`config.mk`:
```
export PLATFORM = sky130hd
export DESIGN_NAME = timer_capture_compare_channels
export DESIGN_NICKNAME = d
export VERILOG_FILES = /design/src/timer_cc_pkg.sv /design/src/timer_capture_compare_channels.sv
export VERILOG_INCLUDE_DIRS = /design/src
export SDC_FILE = /design/constraint.sdc
export NUM_CORES = 1
export LEC_CHECK = 0
export BUFFER_PORTS_ARGS = -buffer_cell sky130_fd_sc_hd__buf_2
export CAP_MARGIN = 25
export CORE_ASPECT_RATIO = 1.1
export CORE_MARGIN = 2
export CORE_UTILIZATION = 53
export DETAILED_ROUTE_END_ITERATION = 8
export PLACE_DENSITY = 0.8
export SLEW_MARGIN = 5
export SYNTH_ARGS = -nofsm -noshare
export SYNTH_HDL_FRONTEND = slang
export SYNTH_SLANG_ARGS = --single-unit
```
`constraint.sdc`:
```
create_clock -name i_clk -period 3.8 [get_ports i_clk]
set_input_delay 0.38 -clock i_clk [delete_from_list [all_inputs] [get_ports i_clk]]
set_output_delay 0.38 -clock i_clk [all_outputs]
set_load 0.02 [all_outputs]
```
`src/timer_cc_consts.svh`:
```
`ifndef TIMER_CC_CONSTS_SVH
`define TIMER_CC_CONSTS_SVH

// Register byte addresses
`define ADDR_MODE 32'h4004_2650
`define ADDR_CONTROL 32'h4004_2652
`define ADDR_IRQ_ENABLE 32'h4004_2653
`define ADDR_STATUS 32'h4004_2654
`define ADDR_IO_CONTROL 32'h4004_2655
`define ADDR_COUNT 32'h4004_2656
`define ADDR_GR_A 32'h4004_2658
`define ADDR_GR_B 32'h4004_265A
`define ADDR_GR_C 32'h4004_2660
`define ADDR_GR_D 32'h4004_2662

// Reset values
`define RST_GR 16'hFFFF
`define RST_BYTE 8'h00
`define RST_COUNT 16'h0000

// Counter limits
`define COUNT_MIN 16'h0000
`define COUNT_MAX 16'hFFFF

// Mode register fields
`define MODE_RUN_BIT 0
`define MODE_PWM_BIT 1
`define MODE_PHASE_BIT 2

// Control register clear source field and codes
`define CTRL_CLR_HI 7
`define CTRL_CLR_LO 6
`define CLR_NONE 2'h0
`define CLR_BY_A 2'h1
`define CLR_BY_B 2'h2

// Status register: direction bit, flags in low nibble
`define STATUS_DIR_BIT 4
`define FLAG_A 0
`define FLAG_B 1
`define FLAG_UDF 2
`define FLAG_OVF 3

// Compare pin actions
`define OUT_KEEP 2'h0
`define OUT_LOW 2'h1
`define OUT_HIGH 2'h2
`define OUT_TOGGLE 2'h3

// Capture edges
`define EDGE_RISE 2'h0
`define EDGE_FALL 2'h1
`define EDGE_BOTH 2'h2

`endif

```
`src/timer_cc_pkg.sv`:
```
package timer_cc_pkg;

  typedef struct packed {
    logic buffer_enable;
    logic capture_select;
    logic [1:0] ctrl;
  } chan_ctrl_t;

  // Same bit order as the pin I/O control register
  typedef struct packed {
    chan_ctrl_t b;
    chan_ctrl_t a;
  } io_ctrl_t;

endpackage : timer_cc_pkg

```
`src/timer_capture_compare_channels.sv`:
```
`timescale 1ns/1ps
`include "timer_cc_consts.svh"

// What this block does
// Compare match drives pin by code: 00 none, 01 low, 10 high, 11 toggle.
// Capture edge by code: 00 rising, 01 falling, 10 both; 11 prohibited.
// Mode bit 1 makes channel capture, 0 makes it compare.
// Before first match pin is high for 01, low for 10 or 11.
// Buffer bits make C buffer A and D buffer B, else unused.
// Pin I/O control pin and capture bits apply in timer mode only; its buffer bits also apply in PWM mode.
// Software writes pin I/O control only while counting is stopped.
// Counter is accessed only as whole 16-bit transfers, read and write.
// Counter clears to 0000H on selected channel A or B event.
// Wrap FFFFH to 0000H sets the overflow flag.
// Wrap 0000H to FFFFH sets the underflow flag.
// Counter counts both ways in phase mode, up otherwise, full range.
// Compare registers match counter continuously; match sets flag and pin action.
// Capture edge loads counter into register and sets its flag.
// Buffered compare copies buffer into compare register on each match.
// Buffered capture moves old capture value into buffer on capture.
// Four 16-bit read/write general registers reset to FFFFH.
// In PWM mode match A drives output high, match B low.
// Compare value 0000H gives one request at start; others each match.
// Software sets port bits for timer output or input use.
// Flags ignore 1 writes; 0 clears only after read as 1.
// Each flag raises interrupt only while its enable bit is 1.
// All updates on system clock using synchronised pin levels.
module timer_capture_compare_channels (
  input wire logic i_clk,
  input wire logic i_rst,
  input wire logic i_bus_sel,
  input wire logic i_bus_wr,
  input wire logic [31:0] i_bus_addr,
  input wire logic [15:0] i_bus_wdata,
  output logic [15:0] o_bus_rdata,
  input wire logic i_count_tick,
  input wire logic i_count_down,
  input wire logic i_timer_pin_0,
  input wire logic i_timer_pin_1,
  output logic o_timer_pin_0,
  output logic o_timer_pin_0_oe,
  output logic o_timer_pin_1,
  output logic o_timer_pin_1_oe,
  output logic o_irq,
  output logic o_event_a,
  output logic o_event_b
);

  ////////////////////////////////////////////////////////////////////////////
  // Registers and bus decode

  logic [7:0] mode_reg;
  logic [7:0] ctrl_reg;
  logic [3:0] irq_en;
  timer_cc_pkg::io_ctrl_t io_ctrl;
  logic [15:0] count_value;
  logic [15:0] gr [4];
  logic [3:0] flag;
  logic [3:0] armed;
  logic dir_up;
  logic [15:0] rdata;

  logic bus_rd;
  logic bus_wrt;
  logic wr_mode;
  logic wr_ctrl;
  logic wr_ien;
  logic wr_status;
  logic wr_io;
  logic wr_count;
  logic rd_status;
  logic wr_gr [4];

  logic run;
  logic pwm;
  logic down;
  logic step;
  logic clear_ev;
  logic ovf_ev;
  logic udf_ev;
  logic cap_ev [2];
  logic cmp_ev [2];
  logic chan_ev [2];
  logic pin_lvl [2];
  logic pin_oe [2];
  logic [3:0] flag_set;
  logic [3:0] flag_clr;

  assign bus_rd = i_bus_sel & ~i_bus_wr;
  assign bus_wrt = i_bus_sel & i_bus_wr;
  assign wr_mode = bus_wrt & (i_bus_addr == `ADDR_MODE);
  assign wr_ctrl = bus_wrt & (i_bus_addr == `ADDR_CONTROL);
  assign wr_ien = bus_wrt & (i_bus_addr == `ADDR_IRQ_ENABLE);
  assign wr_status = bus_wrt & (i_bus_addr == `ADDR_STATUS);
  // Relies on stopped counter
  assign wr_io = bus_wrt & (i_bus_addr == `ADDR_IO_CONTROL);
  // Whole-word counter access
  assign wr_count = bus_wrt & (i_bus_addr == `ADDR_COUNT);
  assign rd_status = bus_rd & (i_bus_addr == `ADDR_STATUS);
  assign wr_gr[0] = bus_wrt & (i_bus_addr == `ADDR_GR_A);
  assign wr_gr[1] = bus_wrt & (i_bus_addr == `ADDR_GR_B);
  assign wr_gr[2] = bus_wrt & (i_bus_addr == `ADDR_GR_C);
  assign wr_gr[3] = bus_wrt & (i_bus_addr == `ADDR_GR_D);

  assign run = mode_reg[`MODE_RUN_BIT];
  assign pwm = mode_reg[`MODE_PWM_BIT];

  always_ff @(posedge i_clk or posedge i_rst)
  begin
    if (i_rst)
    begin
      mode_reg <= `RST_BYTE;
      ctrl_reg <= `RST_BYTE;
      irq_en <= 4'h0;
      io_ctrl <= `RST_BYTE;
    end
    else
    begin
      if (wr_mode)
        mode_reg <= i_bus_wdata[7:0];
      if (wr_ctrl)
        ctrl_reg <= i_bus_wdata[7:0];
      if (wr_ien)
        irq_en <= i_bus_wdata[3:0];
      if (wr_io)
        io_ctrl <= i_bus_wdata[7:0];
    end
  end

  // Registered read data; unmapped addresses read zero
  always_ff @(posedge i_clk or posedge i_rst)
  begin
    if (i_rst)
      rdata <= 16'h0000;
    else if (bus_rd)
    begin
      case (i_bus_addr)
        `ADDR_MODE: rdata <= {8'h00, mode_reg};
        `ADDR_CONTROL: rdata <= {8'h00, ctrl_reg};
        `ADDR_IRQ_ENABLE: rdata <= {12'h000, irq_en};
        `ADDR_STATUS: rdata <= {11'h000, dir_up, flag};
        `ADDR_IO_CONTROL: rdata <= {8'h00, io_ctrl};
        `ADDR_COUNT: rdata <= count_value;
        `ADDR_GR_A: rdata <= gr[0];
        `ADDR_GR_B: rdata <= gr[1];
        `ADDR_GR_C: rdata <= gr[2];
        `ADDR_GR_D: rdata <= gr[3];
        default: rdata <= 16'h0000;
      endcase
    end
  end

  assign o_bus_rdata = rdata;

  ////////////////////////////////////////////////////////////////////////////
  // Counter

  // Down only in phase mode
  assign down = mode_reg[`MODE_PHASE_BIT] & i_count_down;
  assign step = run & i_count_tick;

  // Clear source select
  assign clear_ev = ((ctrl_reg[`CTRL_CLR_HI:`CTRL_CLR_LO] == `CLR_BY_A) & chan_ev[0])
                  | ((ctrl_reg[`CTRL_CLR_HI:`CTRL_CLR_LO] == `CLR_BY_B) & chan_ev[1]);
  // Up wrap
  assign ovf_ev = step & ~clear_ev & ~wr_count & ~down & (count_value == `COUNT_MAX);
  // Down wrap
  assign udf_ev = step & ~clear_ev & ~wr_count & down & (count_value == `COUNT_MIN);

  always_ff @(posedge i_clk or posedge i_rst)
  begin
    if (i_rst)
    begin
      count_value <= `RST_COUNT;
      dir_up <= 1'b1;
    end
    else
    begin
      if (wr_count)
        count_value <= i_bus_wdata;
      else if (clear_ev)
        count_value <= `COUNT_MIN;
      else if (step)
        count_value <= down ? count_value - 16'h0001 : count_value + 16'h0001;
      if (step)
        dir_up <= ~down;
    end
  end

  ////////////////////////////////////////////////////////////////////////////
  // Channels A and B

  for (genvar ch = 0; ch < 2; ch++)
  begin : g_chan
    timer_cc_pkg::chan_ctrl_t cfg;
    logic sync1;
    logic sync2;
    logic sync3;
    logic level;
    logic level_d;
    logic rise;
    logic fall;
    logic edge_hit;
    logic eq;
    logic eq_d;

    assign cfg = (ch == 0) ? io_ctrl.a : io_ctrl.b;

    // Three-stage sampling, level taken when stages two and three agree
    always_ff @(posedge i_clk or posedge i_rst)
    begin
      if (i_rst)
      begin
        sync1 <= 1'b0;
        sync2 <= 1'b0;
        sync3 <= 1'b0;
        level <= 1'b0;
        level_d <= 1'b0;
      end
      else
      begin
        sync1 <= (ch == 0) ? i_timer_pin_0 : i_timer_pin_1;
        sync2 <= sync1;
        sync3 <= sync2;
        if (sync2 == sync3)
          level <= sync3;
        level_d <= level;
      end
    end

    assign rise = level & ~level_d;
    assign fall = ~level & level_d;

    // Edge select; prohibited code captures nothing
    always_comb
    begin
      case (cfg.ctrl)
        `EDGE_RISE: edge_hit = rise;
        `EDGE_FALL: edge_hit = fall;
        `EDGE_BOTH: edge_hit = rise | fall;
        default: edge_hit = 1'b0;
      endcase
    end

    // Capture when mode bit set
    assign cap_ev[ch] = cfg.capture_select & ~pwm & edge_hit;

    // Match once on entering equality; a 0000H value hits at start
    assign eq = run & (count_value == gr[ch]);
    always_ff @(posedge i_clk or posedge i_rst)
    begin
      if (i_rst)
        eq_d <= 1'b0;
      else
        eq_d <= eq;
    end
    assign cmp_ev[ch] = eq & ~eq_d & (pwm | ~cfg.capture_select);
    assign chan_ev[ch] = cap_ev[ch] | cmp_ev[ch];

    // General and buffer registers
    always_ff @(posedge i_clk or posedge i_rst)
    begin
      if (i_rst)
      begin
        gr[ch] <= `RST_GR;
        gr[ch + 2] <= `RST_GR;
      end
      else
      begin
        if (wr_gr[ch])
          gr[ch] <= i_bus_wdata;
        if (wr_gr[ch + 2])
          gr[ch + 2] <= i_bus_wdata;
        // Capture load
        if (cap_ev[ch])
        begin
          gr[ch] <= count_value;
          // Old capture into buffer
          if (cfg.buffer_enable)
            gr[ch + 2] <= gr[ch];
        end
        // Buffer into compare; only when enabled
        else if (cmp_ev[ch] & cfg.buffer_enable)
          gr[ch] <= gr[ch + 2];
      end
    end

    // Pin level; hardware match beats a same-cycle config write
    always_ff @(posedge i_clk or posedge i_rst)
    begin
      if (i_rst)
        pin_lvl[ch] <= 1'b0;
      else if (pwm)
      begin
        // PWM drives pin 0 only
        if (ch == 0)
        begin
          if (cmp_ev[0])
            pin_lvl[ch] <= 1'b1;
          else if (cmp_ev[1])
            pin_lvl[ch] <= 1'b0;
        end
      end
      // Compare pin action
      else if (cmp_ev[ch])
      begin
        case (cfg.ctrl)
          `OUT_LOW: pin_lvl[ch] <= 1'b0;
          `OUT_HIGH: pin_lvl[ch] <= 1'b1;
          `OUT_TOGGLE: pin_lvl[ch] <= ~pin_lvl[ch];
          default: pin_lvl[ch] <= pin_lvl[ch];
        endcase
      end
      // Level before first match
      else if (wr_io)
        pin_lvl[ch] <= ((ch == 0) ? i_bus_wdata[1:0] : i_bus_wdata[5:4]) == `OUT_LOW;
    end

    // Pin control ignored in PWM mode
    assign pin_oe[ch] = pwm ? (ch == 0) : ~cfg.capture_select;
  end

  assign o_timer_pin_0 = pin_lvl[0];
  assign o_timer_pin_1 = pin_lvl[1];
  assign o_timer_pin_0_oe = pin_oe[0];
  assign o_timer_pin_1_oe = pin_oe[1];
  // Request per channel event
  assign o_event_a = chan_ev[0];
  assign o_event_b = chan_ev[1];

  ////////////////////////////////////////////////////////////////////////////
  // Status flags

  assign flag_set = {ovf_ev, udf_ev, chan_ev[1], chan_ev[0]};
  // Clear only what was read as 1; a new set wins
  assign flag_clr = {4{wr_status}} & ~i_bus_wdata[3:0] & armed;

  always_ff @(posedge i_clk or posedge i_rst)
  begin
    if (i_rst)
    begin
      flag <= 4'h0;
      armed <= 4'h0;
    end
    else
    begin
      flag <= flag_set | (flag & ~flag_clr);
      if (wr_status)
        armed <= 4'h0;
      else if (rd_status)
        armed <= flag;
    end
  end

  // Per-flag enable
  assign o_irq = |(flag & irq_en);
endmodule : timer_capture_compare_channels

```
# [Yosys cells after proc, flatten, opt, wreduce, memory -nomap -nowiden]
# Index checks and enable logic that the tools add are counted.
# Widths: inputs -> output; s select.
[classes] add_sub_neg=2 n_bitwise=68 n_eq_ne=28 reduce_logical=12 n_mux=32
[ops] cell="$eq 32x31->1 const B" n=10
[ops] cell="$mux 16" n=16
[ops] cell="$pmux 16 s10" n=1
[ops] cell="$and 1x1->1" n=39
[ops] cell="$eq 16x16->1" n=2
[ops] cell="$add 16x1->16 const B" n=1
[ops] cell="$and 4x4->4" n=4
[ops] cell="$eq 16x16->1 const B" n=1
[ops] cell="$logic_not 16->1" n=1
[ops] cell="$sub 16x1->16 const B" n=1
[ops] cell="$not 1->1" n=15
[ops] cell="$pmux 1 s3" n=4
[ops] cell="$reduce_bool 3->1" n=4
[ops] cell="$eq 2x1->1 const B" n=5
[ops] cell="$eq 2x2->1 const B" n=5
[ops] cell="$mux 1" n=9
[ops] cell="$mux 4" n=2
[ops] cell="$not 4->4" n=2
[ops] cell="$or 1x1->1" n=7
[ops] cell="$reduce_and 3->1" n=2
[ops] cell="$ne 5x2->1 const B" n=1
[ops] cell="$logic_not 2->1" n=2
[ops] cell="$ne 4x1->1 const B" n=1
[ops] cell="$or 4x4->4" n=1
[ops] cell="4 further kinds" n=6
[totals] ff_bits=147 inputBits=56 wordCells=174 output_inout_bits=23

# [Depth between registers and ports, before layout]
[depth] depth_word=14 ltp_mapped=10 mapped_depth_nobuf=9

# [Worst setup path before layout]
# OpenSTA, ideal clock, no wires.
[synth_path] kind="input-to-reg" startpoint="in i_count_down" endpoint="reg count_value[14]" required_ns=3.674 path_buffers=0 setup_ns=0.126 arrival_ns=2.562 cell_stages=9 path_slack_ns=1.112 path_cell_list="and2_1 -> ha_1 -> a211oi_1 -> o21ai_0 -> a311o_1 -> a311o_1 -> xor2_1 -> o21ai_0 -> a2bb2oi_1"
[synth_via] elab_chain_len=5
[synth_rtl] element="start, declared" line_no="timer_capture_compare_channels.sv:37" text="input wire logic i_count_down,"
[synth_rtl] element="$and 1x1->1" line_no="timer_capture_compare_channels.sv:159" text="assign down = mode_reg[`MODE_PHASE_BIT] & i_count_down;"
[synth_rtl] element="$mux 16" line_no="timer_capture_compare_channels.sv:184" text="count_value <= down ? count_value - 16'h0001 : count_value + 16'h0001;"
[synth_rtl] element="$mux 16" line_no="timer_capture_compare_channels.sv:183" text="else if (step)"
[synth_rtl] element="$mux 16" line_no="timer_capture_compare_channels.sv:181" text="else if (clear_ev)"
[synth_rtl] element="$mux 16" line_no="timer_capture_compare_channels.sv:179" text="if (wr_count)"
[synth_rtl] element="end signal, assigned" line_no="timer_capture_compare_channels.sv:180" text="count_value <= i_bus_wdata;"
[synth_rtl] element="end signal, assigned" line_no="timer_capture_compare_channels.sv:182" text="count_value <= `COUNT_MIN;"
[synth_rtl] element="end signal, assigned" line_no="timer_capture_compare_channels.sv:184"
[synth_rtl] element="end, declared" line_no="timer_capture_compare_channels.sv:56" text="logic [15:0] count_value;"
# No other way between the ends. The select of a mux whose other input is x is not followed.
# A chain may end at the register's enable or synchronous reset.

# [Worst setup path after layout]
[layout_path] startpoint="reg mode_reg[2]" endpoint="reg count_value[14]"
[layout_via] elab_chain_len=5
[layout_rtl] element="start, declared" line_no="timer_capture_compare_channels.sv:52" text="logic [7:0] mode_reg;"
[layout_rtl] element="start signal, assigned" line_no="timer_capture_compare_channels.sv:112" text="mode_reg <= `RST_BYTE;"
[layout_rtl] element="start signal, assigned" line_no="timer_capture_compare_channels.sv:120" text="mode_reg <= i_bus_wdata[7:0];"
[layout_rtl] element="$and 1x1->1" line_no="timer_capture_compare_channels.sv:159"
[layout_rtl] element="$mux 16" line_no="timer_capture_compare_channels.sv:184"
[layout_rtl] element="$mux 16" line_no="timer_capture_compare_channels.sv:183"
[layout_rtl] element="$mux 16" line_no="timer_capture_compare_channels.sv:181"
[layout_rtl] element="$mux 16" line_no="timer_capture_compare_channels.sv:179"
# No other way between the ends. The select of a mux whose other input is x is not followed.

==> results.txt <==
Outcome: complete, no violations
Hold violation count in the final report: 0
Vias in the first global route: 7569
CTS Buf Count: 17
Number of hold buffers added after CTS: 0
Final Cycle Share: 81.8%
I/O pins: 79
First drt pass iteration count: 6
CP startpoint: mode_reg[2]$_DFFE_PP0P_
Die width: 128 µm
Setup CP Type: reg2reg
Final std cells w/o fill: 1170
Cell variety after synth: 69
Core box area: 16500 µm²
Filler cell count: 1304
Clk_lat worst skew: 0.44 ns
Overall Power: 3.45 mW
Met3 Use GR: 6.53%
Slowest cell on crit path: and2_1
Synthesized area: 8990 µm²
Final core occ: 61.3%
Global-route wire length before repair: 41.1 mm
Crit. End Element: flip-flop
Post-synth EDFFs: 0
Max Clock Skew: 0.00921 ns
H-tree Lvls: 4
Worst slew pin tran: 0.865 ns
Footprint of the multi-input gates: 4890 µm²
Drt total wl: 25.9 mm
Commonest non-fill, non-tap cell in the layout: dfrtp_1
Final Critical Period: 3.11 ns
Worst r2r src: mode_reg[2]$_DFFE_PP0P_
Seq/Total Area, Yosys: 41.8%
Max Slew Vio Count: 0
RSZ-0062 raised after global routing: false
Synth async-reset ratio: 100%
Post-CTS Resized: 0
GRT Util Overall: 29.6%
Max-Cap Viols: 0
CP startpoint kind: flip-flop
Largest net degree at the start of global routing: 75
CTS tree: built
Crit path required time: 4.12 ns
Biggest register: gr
FF+latch count, synth: 147
Place WS: 0.616 ns
Max Freq: 322 MHz
Port Buf Inserts: 78
Most used DFF post-synth: dfrtp_1
Final worst setup slack: 0.690 ns
Starting Density: 54.5%
DRC: 0
Worst stage delay on the critical path: 0.64 ns
GP Congestion: 0.893
Setup TNS: 0 ns
First DRT Iteration DRCs: 869
Worst min path class: in2async
Area Growth Syn to Fin: 12.5%
Finished Cell Area: 10100 µm²
Slew headroom: 42.3%
Cells after Synth: 899
Initial antenna violation count: 0
Die area: 18000 µm²
Clock root buffer: clkbuf_16
Yosys Warn Count: 0
Avg Cell Area, Syn: 10.0 µm²
Grt ovf: 0
Detailed placement HPWL: 17.7 mm
Syn Nets: 974
Die Y: 141 µm
Most frequent cells in the layout: 82 x dfrtp_1, 78 x buf_2, 77 x nand2_1, 67 x nor2_1, 67 x mux2i_1
Leak: 4.81 nW
Finish-stage setup viols: 0
Met2 Usage GRT: 46.8%
Mean number of vias per cell: 6.51
Total clock sinks: 147
Power Dens Cells: 341 nW/µm²
Max FO, Critical Path: 18
Post-CTS Setup Bufs: 0
Register area: 3760 µm²
Dpl cells: 1137
CP cell instances: and2_1 -> ha_1 -> a211oi_1 -> o21ai_0 -> a311o_1 -> a311o_1 -> xor2_1 -> o21ai_0 -> a2bb2oi_1
Clock tree buffer depth: 2
Layout cell share with drive strength beyond 1: 29.2%
Met1 GRT Util: 38.9%
Vias: 7611
Peak VDD IR: 0.300 mV
Row count: 49
Arrival @ worst endpoint: 3.43 ns
Area after DPL: 9520 µm²
Wire length per cell: 22.1 µm
Max reg flops: 64
Final #Nets: 1027
Clock transition at path regs: 0.06 ns
Antenna Violating Nets Remaining: 0
GRT busiest layer: met2
Min Hold Slack: 0.0411 ns
==> metal layers <==
layer	routed length [µm]	up-vias
met1	9990	3676
met4	1010	0
li1	-	3401
met2	12300	436
met5	0	-
met3	2520	98
==> Yosys cell counts (all sizes together) (3+ instances only) <==
| master | n | share of area (%) |
|---|---|---|
| a31oi | 9 | 0.63 |
| nand2 | 80 | 3.5 |
| a211oi | 4 | 0.33 |
| a222oi | 18 | 2.0 |
| nor2b | 7 | 0.49 |
| a21o | 12 | 1.0 |
| a311o | 3 | 0.33 |
| a22oi | 14 | 1.2 |
| or4 | 3 | 0.29 |
| inv | 19 | 0.79 |
| mux2 | 64 | 8.0 |
| a221oi | 11 | 1.1 |
| nor3 | 5 | 0.46 |
| and2 | 6 | 0.42 |
| dfrtp | 82 | 23 |
| buf | 34 | 1.9 |
| o21ai | 57 | 3.2 |
| mux2i | 67 | 7.5 |
| nand2b | 16 | 1.1 |
| a2bb2oi | 14 | 1.4 |
| xor2 | 23 | 2.2 |
| nand4 | 10 | 0.86 |
| dfstp | 65 | 19 |
| clkbuf | 29 | 1.2 |
| o21bai | 3 | 0.25 |
| and3 | 9 | 0.63 |
| a21oi | 65 | 3.6 |
| nand4b | 3 | 0.36 |
| nor2 | 67 | 2.8 |
| ha | 18 | 2.5 |
| and3b | 3 | 0.29 |
| xnor2 | 23 | 2.2 |
| nor4 | 19 | 1.9 |
| nand3 | 10 | 0.72 |
==> critical path: cells and delay by family, from the launching register on <==
family	cells	cell delay, ns
flops	1	0.36
xor+xnor	1	0.14
simple gates	1	0.64
compound gates	6	1.43
fa+ha+maj	1	0.42
==> power by group <==
group,internal (mW),switching [mW]
Sequential,1.58,0.00602
Combinational,0.0547,0.105
Clock,0.992,0.715
==> cell type report <==
cell class	count	area share, %
Multi-Input combinational cell	670	48.3
Sequential cell	147	37.2
Timing Repair Buffer	97	5.39
Clock buffer	18	4.34
Tap cell	204	2.52
Clock inverter	14	1.51
Inverter	19	0.742
Antenna cell	1	0.0247
==> final timing paths <==
check	end	slack [ns]	depth (start not counted)
worst max-delay path	count_value[14]$_DFFE_PP0P_	0.69	9
worst min-delay path	o_bus_rdata[12]$_DFFE_PP0P_	0.04	2
worst max register to register	count_value[14]$_DFFE_PP0P_	0.69	9
worst min register to register	g_chan[0].sync2$_DFF_PP0_	0.35	0
max in group asynchronous	irq_en[2]$_DFFE_PP0P_	2.74	3
min in group i_clk	g_chan[0].sync1$_DFF_PP0_	0.05	1
==> kinds of logic after synthesis <==
kind of cell	share of synthesized area, %
buffers and inverters	3.97
DFF	41.8
adders and majority gates	2.95
AOI/OAI and AO/OA	16.4
and+or+nand+nor	14.9
muxes	15.5
xor gates and xnor gates	4.48
No activity file was read; power rests on OpenSTA's default activity.
